File: src/rtl/srsr_defines.svh
`ifndef SRSR_DEFINES_SVH
`define SRSR_DEFINES_SVH

// host-visible byte offsets
`define SRSR_OFF_PROX3_LOW 8'h2a
`define SRSR_OFF_PROX3_HIGH 8'h2b
`define SRSR_OFF_AUX_LOW 8'h2c
`define SRSR_OFF_AUX_HIGH 8'h2d
`define SRSR_OFF_MAILBOX 8'h2e
`define SRSR_OFF_CHIP_STATE 8'h30
`define SRSR_OFF_KEY_B3 8'h3b
`define SRSR_OFF_KEY_B2 8'h3c
`define SRSR_OFF_KEY_B1 8'h3d
`define SRSR_OFF_KEY_B0 8'h3e

// reset and unmapped read value
`define SRSR_RESET_BYTE 8'h00
`define SRSR_UNMAPPED_BYTE 8'h00

// chip state bit positions
`define SRSR_STATE_SLEEP_BIT 0
`define SRSR_STATE_SUSPEND_BIT 1
`define SRSR_STATE_RUNNING_BIT 2

// parameter memory
`define SRSR_PARAM_AW 5
`define SRSR_PARAM_DEPTH 32
`define SRSR_PARAM_BUS_ADDR 5'h00
`define SRSR_PARAM_CHAN_LIST 5'h01

`endif

File: src/rtl/srsr_pkg.sv
package srsr_pkg;

  // commands from the command decoder
  typedef enum logic [2:0] {
    SRSR_OP_GET = 3'b001,
    SRSR_OP_WRITE = 3'b010,
    SRSR_OP_APPLY_ADDR = 3'b100
  } srsr_op_e;

  // power state reported by the sequencer
  typedef enum logic [2:0] {
    SRSR_PWR_SLEEP = 3'b001,
    SRSR_PWR_SUSPEND = 3'b010,
    SRSR_PWR_RUNNING = 3'b100
  } srsr_pwr_e;

  // which 16-bit result a measurement delivers
  typedef enum logic [1:0] {
    SRSR_CH_PROX3 = 2'b01,
    SRSR_CH_AUX = 2'b10
  } srsr_chan_e;

  // command sequencer
  typedef enum logic [1:0] {
    SRSR_SEQ_IDLE = 2'b01,
    SRSR_SEQ_WAIT = 2'b10
  } srsr_seq_e;

  typedef logic [7:0] srsr_byte_t;

endpackage

File: src/rtl/srsr_result_status_regs.sv
`timescale 1ns/100ps
`default_nettype none
`include "srsr_defines.svh"

module srsr_result_status_regs
  import srsr_pkg::*;
(
  // clock, reset, enable
  input wire logic clock,
  input wire logic rst,
  input wire logic ce,
  // byte register port from the serial-bus engine
  input wire logic [7:0] regAddr,
  input wire srsr_pkg::srsr_byte_t regWrData,
  input wire logic regWrEn,
  input wire logic regRdEn,
  output srsr_pkg::srsr_byte_t regRdData,
  output logic regRdValid,
  // measurement results from the conversion engine
  input wire logic resultValid,
  input wire srsr_pkg::srsr_chan_e resultChannel,
  input wire logic [15:0] resultWord,
  // power state from the sequencer
  input wire srsr_pkg::srsr_pwr_e powerState,
  // parameter commands from the command decoder
  input wire logic cmdValid,
  input wire srsr_pkg::srsr_op_e cmdOp,
  input wire logic [`SRSR_PARAM_AW-1:0] cmdParamOffset,
  input wire srsr_pkg::srsr_byte_t cmdData,
  output logic cmdReady,
  // applied configuration
  output srsr_pkg::srsr_byte_t apply_bus_addr_cmd,
  output srsr_pkg::srsr_byte_t channelEnableList
);
  import srsr_pkg::*;

  typedef struct packed {
    srsr_byte_t prox3Low;
    srsr_byte_t prox3High;
    srsr_byte_t auxLow;
    srsr_byte_t auxHigh;
    srsr_byte_t mailbox;
    srsr_byte_t chipState;
    logic [3:0][7:0] key;
    srsr_byte_t rdData;
    logic rdValid;
    srsr_byte_t apply_bus_addr_cmd;
    srsr_byte_t chanList;
    srsr_seq_e seq;
    logic cmdReady;
  } srsr_regs_s;

  srsr_regs_s regs_reg;
  srsr_regs_s regs_next;

  // one-hot view of which mapped byte an address selects
  typedef struct packed {
    logic prox3Low;
    logic prox3High;
    logic auxLow;
    logic auxHigh;
    logic mailbox;
    logic chipState;
    logic [3:0] key;
  } srsr_sel_s;

  // parameter memory handshake
  logic ramWrEn;
  logic ramRdEn;
  srsr_byte_t ramRdData;
  logic ramRdValid;
  srsr_byte_t ramBusAddr;
  srsr_byte_t ramChanList;

  // whether an address selects key byte idx
  function automatic logic keyHit(input logic [7:0] addr, input int idx);
    keyHit = (addr == 8'(`SRSR_OFF_KEY_B0 - idx));
  endfunction

  // shared by the read and write paths so both agree on the map
  function automatic srsr_sel_s decodeAddr(input logic [7:0] addr);
    srsr_sel_s sel;
    sel = '0;
    sel.prox3Low = (addr == `SRSR_OFF_PROX3_LOW);
    sel.prox3High = (addr == `SRSR_OFF_PROX3_HIGH);
    sel.auxLow = (addr == `SRSR_OFF_AUX_LOW);
    sel.auxHigh = (addr == `SRSR_OFF_AUX_HIGH);
    sel.mailbox = (addr == `SRSR_OFF_MAILBOX);
    sel.chipState = (addr == `SRSR_OFF_CHIP_STATE);
    for (int i = 0; i < 4; i++) begin
      sel.key[i] = keyHit(addr, i);
    end
    return sel;
  endfunction

  // read multiplexer over the mapped bytes; unmapped reads give zero
  function automatic srsr_byte_t readByte(input srsr_sel_s sel, input srsr_regs_s st);
    srsr_byte_t val;
    val = `SRSR_UNMAPPED_BYTE;
    if (sel.prox3Low) begin
      val = st.prox3Low;
    end
    if (sel.prox3High) begin
      val = st.prox3High;
    end
    if (sel.auxLow) begin
      val = st.auxLow;
    end
    if (sel.auxHigh) begin
      val = st.auxHigh;
    end
    if (sel.mailbox) begin
      val = st.mailbox;
    end
    if (sel.chipState) begin
      val = st.chipState;
    end
    for (int i = 0; i < 4; i++) begin
      if (sel.key[i]) begin
        val = st.key[i];
      end
    end
    return val;
  endfunction

  // state byte for a power state; an unknown code reads as all zero
  function automatic srsr_byte_t stateByte(input srsr_pwr_e pwr);
    srsr_byte_t val;
    val = `SRSR_RESET_BYTE;
    case (pwr)
      SRSR_PWR_RUNNING: begin
        val[`SRSR_STATE_RUNNING_BIT] = 1'b1;
      end
      SRSR_PWR_SUSPEND: begin
        val[`SRSR_STATE_SUSPEND_BIT] = 1'b1;
      end
      SRSR_PWR_SLEEP: begin
        val[`SRSR_STATE_SLEEP_BIT] = 1'b1;
      end
      default: begin
        val = `SRSR_RESET_BYTE;
      end
    endcase
    return val;
  endfunction

  // address decode of the current host access
  srsr_sel_s hostSel;
  assign hostSel = decodeAddr(regAddr);

  // one write strobe per key byte
  logic [3:0] keyWrEn;
  for (genvar g = 0; g < 4; g++) begin : gen_key_wr
    assign keyWrEn[g] = regWrEn && hostSel.key[g];
  end

  srsr_param_ram u_param_ram (
    .clock(clock),
    .rst(rst),
    .ce(ce),
    .wrEn(ramWrEn),
    .rdEn(ramRdEn),
    .addr(cmdParamOffset),
    .wrData(cmdData),
    .rdData(ramRdData),
    .rdValid(ramRdValid),
    .busAddrParam(ramBusAddr),
    .chanListParam(ramChanList)
  );

  // parameter accesses only through commands, one at a time
  always_comb begin
    ramWrEn = 1'b0;
    ramRdEn = 1'b0;
    if (regs_reg.seq == SRSR_SEQ_IDLE && cmdValid) begin
      case (cmdOp)
        SRSR_OP_GET: ramRdEn = 1'b1;
        SRSR_OP_WRITE: ramWrEn = 1'b1;
        default: begin
          // apply reads the live word, so it needs no memory access
          ramWrEn = 1'b0;
        end
      endcase
    end
  end

  always_comb begin
    regs_next = regs_reg;
    regs_next.rdValid = 1'b0;

    // host writes; state register is not in this decode
    if (regWrEn) begin
      if (hostSel.prox3Low) begin
        regs_next.prox3Low = regWrData;
      end
      if (hostSel.prox3High) begin
        regs_next.prox3High = regWrData;
      end
      if (hostSel.auxLow) begin
        regs_next.auxLow = regWrData;
      end
      if (hostSel.auxHigh) begin
        regs_next.auxHigh = regWrData;
      end
      if (hostSel.mailbox) begin
        regs_next.mailbox = regWrData;
      end
      // key bytes only store; nothing downstream reads them
      for (int i = 0; i < 4; i++) begin
        if (keyWrEn[i]) begin
          regs_next.key[i] = regWrData;
        end
      end
    end

    // a finishing measurement beats a same-cycle host write
    if (resultValid) begin
      case (resultChannel)
        SRSR_CH_PROX3: begin
          regs_next.prox3Low = resultWord[7:0];
          regs_next.prox3High = resultWord[15:8];
        end
        SRSR_CH_AUX: begin
          regs_next.auxLow = resultWord[7:0];
          regs_next.auxHigh = resultWord[15:8];
        end
        default: begin
          // unknown code: a same-cycle host write still lands
          regs_next.auxLow = regs_next.auxLow;
        end
      endcase
    end

    // read-only state view, reserved bits zero
    regs_next.chipState = stateByte(powerState);

    // channel list follows the memory; checking non-zero is the host's job
    regs_next.chanList = ramChanList;

    case (regs_reg.seq)
      SRSR_SEQ_IDLE: begin
        if (cmdValid) begin
          case (cmdOp)
            SRSR_OP_GET: regs_next.seq = SRSR_SEQ_WAIT;
            SRSR_OP_WRITE: regs_next.mailbox = cmdData;
            SRSR_OP_APPLY_ADDR: regs_next.apply_bus_addr_cmd = ramBusAddr;
            default: begin
              regs_next.seq = SRSR_SEQ_IDLE;
            end
          endcase
        end
      end
      SRSR_SEQ_WAIT: begin
        // further commands are refused until the memory answers
        if (ramRdValid) begin
          regs_next.mailbox = ramRdData;
          regs_next.seq = SRSR_SEQ_IDLE;
        end
      end
      default: begin
        regs_next.seq = SRSR_SEQ_IDLE;
      end
    endcase

    // registered copy so the ready output comes from a flop
    regs_next.cmdReady = (regs_next.seq == SRSR_SEQ_IDLE);

    // read data reflects the state before this cycle's updates
    if (regRdEn) begin
      regs_next.rdData = readByte(hostSel, regs_reg);
      regs_next.rdValid = 1'b1;
    end
  end

  // ce low holds every flop, the parameter memory included
  always_ff @(posedge clock or posedge rst) begin
    if (rst) begin
      regs_reg <= '0;
      regs_reg.seq <= SRSR_SEQ_IDLE;
      regs_reg.cmdReady <= 1'b1;
    end else if (ce) begin
      regs_reg <= regs_next;
    end
  end

  assign regRdData = regs_reg.rdData;
  assign regRdValid = regs_reg.rdValid;
  assign cmdReady = regs_reg.cmdReady;
  assign apply_bus_addr_cmd = regs_reg.apply_bus_addr_cmd;
  assign channelEnableList = regs_reg.chanList;

endmodule

`default_nettype wire

File: src/rtl/srsr_param_ram.sv
`timescale 1ns/100ps
`default_nettype none
`include "srsr_defines.svh"

module srsr_param_ram
  import srsr_pkg::*;
(
  // clock, reset and enable
  input wire logic clock,
  input wire logic rst,
  input wire logic ce,
  // access from the command sequencer
  input wire logic wrEn,
  input wire logic rdEn,
  input wire logic [`SRSR_PARAM_AW-1:0] addr,
  input wire srsr_pkg::srsr_byte_t wrData,
  output srsr_pkg::srsr_byte_t rdData,
  output logic rdValid,
  // live parameter values
  output srsr_pkg::srsr_byte_t busAddrParam,
  output srsr_pkg::srsr_byte_t chanListParam
);
  import srsr_pkg::*;

  typedef struct packed {
    logic [`SRSR_PARAM_DEPTH-1:0][7:0] mem;
    srsr_byte_t rdData;
    logic rdValid;
  } srsr_ram_s;

  srsr_ram_s ram_reg;
  srsr_ram_s ram_next;

  // no bus address reaches this array; only the sequencer ports do
  always_comb begin
    ram_next = ram_reg;
    ram_next.rdValid = 1'b0;
    if (wrEn) begin
      ram_next.mem[addr] = wrData;
    end
    if (rdEn) begin
      ram_next.rdData = ram_reg.mem[addr];
      ram_next.rdValid = 1'b1;
    end
  end

  always_ff @(posedge clock or posedge rst) begin
    if (rst) begin
      ram_reg <= '0;
    end else if (ce) begin
      ram_reg <= ram_next;
    end
  end

  assign rdData = ram_reg.rdData;
  assign rdValid = ram_reg.rdValid;
  assign busAddrParam = ram_reg.mem[`SRSR_PARAM_BUS_ADDR];
  assign chanListParam = ram_reg.mem[`SRSR_PARAM_CHAN_LIST];

endmodule

`default_nettype wire

File: config.mk
export PLATFORM = sky130hd
export DESIGN_NAME = srsr_result_status_regs
export DESIGN_NICKNAME = d
export VERILOG_FILES = /design/src/rtl/srsr_pkg.sv /design/src/rtl/srsr_result_status_regs.sv /design/src/rtl/srsr_param_ram.sv
export VERILOG_INCLUDE_DIRS = /design/src /design/src/rtl
export SDC_FILE = /design/constraint.sdc
export NUM_CORES = 1
export LEC_CHECK = 0
export BUFFER_PORTS_ARGS = -buffer_cell sky130_fd_sc_hd__buf_2
export CAP_MARGIN = 20
export CORE_MARGIN = 8
export CORE_UTILIZATION = 60
export CTS_BUF_LIST = sky130_fd_sc_hd__clkbuf_8
export DETAILED_ROUTE_END_ITERATION = 6
export PLACE_DENSITY = 0.82
export SLEW_MARGIN = 0
export SYNTH_ARGS = -nofsm -noshare
export SYNTH_HDL_FRONTEND = slang
export SYNTH_SLANG_ARGS = --single-unit
File: constraint.sdc
create_clock -name clock -period 12.7 [get_ports clock]
set_input_delay 0.635 -clock clock [delete_from_list [all_inputs] [get_ports clock]]
set_output_delay 0.635 -clock clock [all_outputs]
set_load 0.1 [all_outputs]
==> results_dict.tcl, run 1 <==
set metrics [dict create \
    outcome "finished, final reports clean" \
    critPathMostFrequentCell "buf_4" \
    ctsRootBufferMaster "clkbuf_8" \
    yosys.cell_count.top_type "dfrtp_1" \
    gp_congestion 0.903 \
    post_synth_inst_count 1343 \
    drc 0 \
    grt.overflow.total 0 \
    wl_per_cell_um 23.8 \
    arrival_ns 3.37 \
    min_period_over_period 0.230 \
    setup_viol 0 \
    grt_pass1_wl_mm 69.3 \
    die_h_um 187 \
    top_level_ports 86 \
    slew_viol_final 0 \
    ctsHtreeMaxLevel 2 \
    synth.area.top_cells "dfrtp_1 (52%), mux2_2 (20%), mux4_2 (5.5%)" \
    final_net_count 1449 \
    synth_seq_area_share 0.524 \
    hpwl_dp_mm 28.3 \
    dp_worst_setup_slack_ns 9.11 \
    cts_setup_buffers 0 \
    synthToLayoutAreaGrowth_pct 9.35 \
    grtUsageTotal 0.245 \
    post-layout-total-power_mw 2.60 \
    worstSetupPathType "input pin to flop" \
    tritoncts.num_buffers 58 \
    layout.cell_area.non_filler_sq_um 19200 \
    cts.clk_slew.worst_paths_ns 0.07 \
    ant_nets 0 \
    cp_slowest_stage_delay_ns 0.75 \
    ys_ff_latch 368 \
    die-width_um 187 \
    placement_rows 62 \
    totalWireLength_mm 43.3 \
    number_of_antenna_violations_at_the_first_check_in_global_routing 1 \
    largest_register_ffs 240 \
    postSynth.asyncResetShare 1.00 \
    slew_headroom 0.304 \
    core_area_sq_um 28800 \
    path_cells "buf_4 -> buf_4 -> mux4_2 -> nor2b_1 -> nor3_1 -> a2111oi_0 -> a21oi_1" \
    holdWs_ns 0.252 \
    setup_skew_after_layout_ns 0.0189 \
    post_cts.resized_instances 0 \
    dpl-instance-area_sq_um 18000 \
    detail_route.iter0.violations 1257 \
    final.min_clock_period_ns 2.92 \
    rsz0062_at_grt "false" \
    final_hold_viol_count 0 \
    number_of_distinct_library_cells_after_synthesis 72 \
    cap_violations 0 \
    ys_dominant_reg_cell "dfrtp_1" \
    later_pin_clock_latency_in_the_skew_report_ns 0.58 \
    power_density_nw_per_um2 135 \
    tritoncts "built" \
    initial_cell_density_of_the_core 0.611 \
    critPathCaptureType "flop" \
    die_area_sq_um 35000 \
    critical_path_peak_fanout 53 \
    number_of_sinks_handled_by_clock_tree_synthesis 368 \
    hold_buffer_count_at_cts 0 \
    via_count_of_the_first_global_routing_pass 12100 \
    required_time_worst_endpoint_ns 13.15 \
    max_slew.worst_pin.slew_ns 1.04 \
    leakage_nw 9.31 \
    num_vias 11800 \
    crit_path_start_kind "input pin" \
    worst_vdd_drop_v 0.0000991 \
    synth_top_cell_area_share 0.521 \
    hold_path.class "input pin to asynchronous set/reset pin" \
    synth-edff-count 0 \
    final_critical_path_setup_slack_ns 9.78 \
    final.setup.tns_ns 0 \
    yosys_warnings 0 \
    syn-cell-area_sq_um 17600 \
    drt-vias-per-instance 6.51 \
    post_synth_most_frequent_cells "dfrtp_1 (366), mux2_2 (307), nand2_1 (91)" \
    cts_buffer_depth 3 \
    portBuffers 85 \
    syn-num-nets 1405 \
    grt_max_degree 137 \
    post_synth.cell_area_avg_sq_um 13.1 \
    crit_path_top_delay_cell "buf_4" \
    proportion_of_layout_cells_with_a_drive_suffix_above_1 0.391 \
    fmax_ghz 0.342 \
    yosysTopAreaCell "dfrtp_1" \
    dr.pass1.iters 6 \
]
==> final timing paths <==
| check | start | to | slack (ns) | cells after the start |
|---|---|---|---|---|
| worst max-delay path | cmdParamOffset[1] | u_param_ram.rdData[4] | 9.78 | 7 |
| worst min-delay path | rst | u_param_ram.ram_reg[40] | 0.25 | 2 |
| max in group asynchronous | rst | u_param_ram.ram_reg[255] | 10.00 | 4 |
| worst min register to register | regRdValid | regRdValid | 0.49 | 1 |
| min in group clock | powerState[0] | regs_reg[62] | 0.28 | 2 |
| worst max register to register | regs_reg[1] | u_param_ram.ram_reg[117] | 9.83 | 6 |
==> placed cells by master, fill, tap and decap left out, types with 4 or more instances in the layout <==
| cell type | synthesis | routed |
|---|---|---|
| buf_2 | 17 | 83 |
| dfrtp_1 | 366 | 366 |
| nand3b_1 | 7 | 7 |
| o21a_1 | 5 | 5 |
| mux2i_1 | 50 | 50 |
| nor2b_1 | 17 | 17 |
| nor2_2 | 13 | 13 |
| a22oi_1 | 26 | 26 |
| a21o_1 | 5 | 5 |
| o22ai_1 | 22 | 22 |
| mux2_2 | 307 | 307 |
| o211ai_1 | 4 | 4 |
| clkbuf_8 | 0 | 73 |
| a21oi_1 | 21 | 21 |
| nand2_1 | 91 | 91 |
| o22a_1 | 5 | 5 |
| a31oi_1 | 28 | 28 |
| nor2_1 | 49 | 49 |
| o21ai_0 | 18 | 18 |
| a2111oi_0 | 5 | 5 |
| buf_4 | 31 | 11 |
| nor3_4 | 8 | 8 |
| mux2_1 | 5 | 5 |
| clkinv_2 | 0 | 4 |
| nand3_1 | 25 | 25 |
| o2bb2ai_1 | 8 | 8 |
| a211oi_1 | 5 | 5 |
| a22o_1 | 9 | 9 |
| a2bb2oi_1 | 13 | 13 |
| and2_1 | 4 | 4 |
| inv_1 | 9 | 34 |
| mux4_2 | 43 | 43 |
==> layer usage <==
metal  vias to the layer above  global-route usage  share of wire
met3                       101              0.0546          0.082
met2                       573               0.380           0.47
met4                         2              0.0843          0.028
met5                         -                   0        0.00023
li1                       5067                   -              -
met1                      6087               0.336           0.42
==> cells by family after synthesis <==
logic type	synth area share
flip-flops	0.524
XOR/XNOR	0.000498
adder cells (fa/ha/maj)	0.00142
AND/OR/NAND/NOR	0.0770
AO/OA/AOI/OAI	0.0797
multiplexers	0.283
buffers and inverters	0.0340
==> worst max-delay path, delay by kind of cell <==
kind	cells	cell delay [ns]
buf+inv	2	1.31
mux	1	0.60
simple gates	2	0.20
compound gates	2	0.57
==> power breakdown <==
group | switching (mW) | internal, mW
Sequential | 0.0495 | 1.25
Clock | 0.456 | 0.553
Combinational | 0.187 | 0.105
Total | 0.693 | 1.91
==> metrics by stage <==
stage / cells / utilization
global placement: 1709 / 0.625
floorplan: 1343 / -
global route: 1816 / 0.668
finish: 1817 / 0.668
CTS: 1815 / 0.667
detailed placement: 1710 / 0.626
==> cell type report <==
type,count,area (sq um)
antenna,1,2.50
clock buffer,73,1000
clock inverter,32,178
fill,2001,9560
inverter,11,48.8
multi-input combinational,853,7770
sequential,368,9210
tap,384,480
timing repair buffer,95,526
Power figures use the tool's default switching activity.
==> run 2, diff against run 1 <==
==> constraint.sdc (replaced) <==
create_clock -name clock -period 2.7 [get_ports clock]
set_input_delay 0.135 -clock clock [delete_from_list [all_inputs] [get_ports clock]]
set_output_delay 0.135 -clock clock [all_outputs]
set_load 0.1 [all_outputs]
==> run 2 against run 1 <==
Net effect: die area unchanged; combinational power increased to 5.3 times the previous value; clock skew increased by 0.027 ns; clock power increased to 5.0 times the previous value; non-clock buffer count increased by 83; utilization increased by 3.2 points; first-iteration DRC count decreased by 0.56%; setup slack got worse by 9.7 ns; critical path depth decreased by 1; via count increased by 4.4%; cell count increased by 4.9%; sequential share of layout area decreased by 2.2 points; highest routed layer unchanged.
==> results_dict.tcl, run 2 (synthesis results as in run 1) <==
set metrics [dict create \
    slew_viol_final 0 \
    fmax_ghz 0.376 \
    grtUsageMet2 0.416 \
    power_density_nw_per_um2 633 \
    global_route.usage.met3 0.0552 \
    rsz0062_at_grt "true" \
    required_time_worst_endpoint_ns 3.17 \
    num_vias 12300 \
    drt-vias-per-instance 6.48 \
    slew_headroom 0.444 \
    busiest_layer "met2" \
    detail_route.iter0.violations 1250 \
    placement_rows 62 \
    outcome "finished, final reports clean" \
    proportion_of_layout_cells_with_a_drive_suffix_above_1 0.403 \
    mostFrequentLayoutCells "dfrtp_1 (366), mux2_2 (307), nand2_1 (91)" \
    post_cts.resized_instances 0 \
    worstSetupPathType "flop to flop" \
    cts.clk_slew.worst_paths_ns 0.07 \
    number_of_antenna_violations_at_the_first_check_in_global_routing 3 \
    drc 0 \
    cap_violations 0 \
    grt.overflow.total 0 \
    setup_viol 0 \
    final_critical_path_setup_slack_ns 0.0406 \
    arrival_ns 3.13 \
    leakage_nw 9.72 \
    synthToLayoutAreaGrowth_pct 14.6 \
    top_level_ports 86 \
    cts_setup_buffers 0 \
    gp_congestion 0.910 \
    tritoncts "built" \
    initial_cell_density_of_the_core 0.611 \
    worst_vdd_drop_v 0.000396 \
    hpwl_dp_mm 29.1 \
    number_of_sinks_handled_by_clock_tree_synthesis 368 \
    dp_worst_setup_slack_ns 0.150 \
    min_period_over_period 0.985 \
    max_slew.worst_pin.slew_ns 0.828 \
    final-instance-count-excl-fill 1906 \
    holdWs_ns 0.0468 \
    dp_cells 1749 \
    gr-usage-met1 0.342 \
    via_count_of_the_first_global_routing_pass 12900 \
    die_h_um 187 \
    final_net_count 1532 \
    final.min_clock_period_ns 2.66 \
    wl_per_cell_um 23.9 \
    critical_path_peak_fanout 8 \
    tritoncts.num_buffers 58 \
    layout_commonest_cell "dfrtp_1" \
    ctsRootBufferMaster "clkbuf_8" \
    die-width_um 187 \
    hold_path.class "input pin to flop" \
    ant_nets 0 \
    ctsHtreeMaxLevel 2 \
    grt_max_degree 108 \
    die_area_sq_um 35000 \
    post-layout-total-power_mw 12.7 \
    grt_pass1_wl_mm 73.1 \
    dr.pass1.iters 6 \
    setup_skew_after_layout_ns 0.0454 \
    cts_buffer_depth 3 \
    core_area_sq_um 28800 \
    portBuffers 85 \
    crit_path_start_kind "flop" \
    grtUsageTotal 0.259 \
    totalWireLength_mm 45.6 \
    largest_register_ffs 240 \
    final_hold_viol_count 0 \
    critPathCaptureType "flop" \
    later_pin_clock_latency_in_the_skew_report_ns 0.62 \
]
==> run 2: final timing paths <==
kind / to / cells after the start / slack [ns] / startpoint
max: u_param_ram.ram_reg[183] / 6 / 0.04 / regs_reg[1]
min: regRdData[7] / 3 / 0.05 / regAddr[3]
max reg2reg: u_param_ram.ram_reg[183] / 6 / 0.04 / regs_reg[1]
min reg2reg: regRdValid / 1 / 0.48 / regRdValid
max in group asynchronous: u_param_ram.ram_reg[71] / 4 / 1.64 / rst
min in group asynchronous: regs_reg[103] / 3 / 0.11 / rst
==> run 2: routing by layer <==
| metal | wire length [um] | vias to the layer above |
|---|---|---|
| met1 | 18400 | 6316 |
| met5 | 11 | - |
| met4 | 1580 | 2 |
| met2 | 21700 | 675 |
| met3 | 3860 | 126 |
| li1 | - | 5229 |
==> run 2: cell type report <==
type	instances	area, sq um
repair buffers	178	1340
diodes	4	10.0
inverters	11	45.0
multi-input cells	853	7770
flip-flops and latches	368	9210
clock buffers	74	1020
well taps	384	480
fillers	1887	8650
clock inverters	34	259
==> run 2: worst max-delay path, cell delays in order (launching register included) <==
cell and delay [ns]:
dfstp_2 0.55, ha_1 0.17, nand2_1 0.09, nor2_1 0.38, nand3b_1 0.42, nor3_4 0.50
mux2_2 0.39
==> run 2: through the flow <==
| step | area [sq um] | setup TNS (ns) | util |
|---|---|---|---|
| final | 20100 | 0 | 0.700 |
| after global routing | 20100 | -0.000954 | 0.699 |
| after CTS | 20100 | 0 | 0.699 |
| after detailed placement | 18400 | 0 | 0.639 |
| after global placement | 18400 | 0 | 0.639 |
| after floorplan | 17600 | -870.03 | - |
==> run 2: repair_timing <==
| item | CTS | global route |
|---|---|---|
| endpoints found under the setup margin | 0 | 1 |
| hold buffers | 45 | 0 |
| hold endpoints to repair | 116 | 0 |
==> run 2: where the power goes <==
group | total (mW) | switching, mW | internal [mW] | leakage [nW]
clock | 5.08 | 2.23 | 2.85 | 0.727
sequential | 6.11 | 0.230 | 5.88 | 4.99
combinational | 1.56 | 0.941 | 0.617 | 4.00
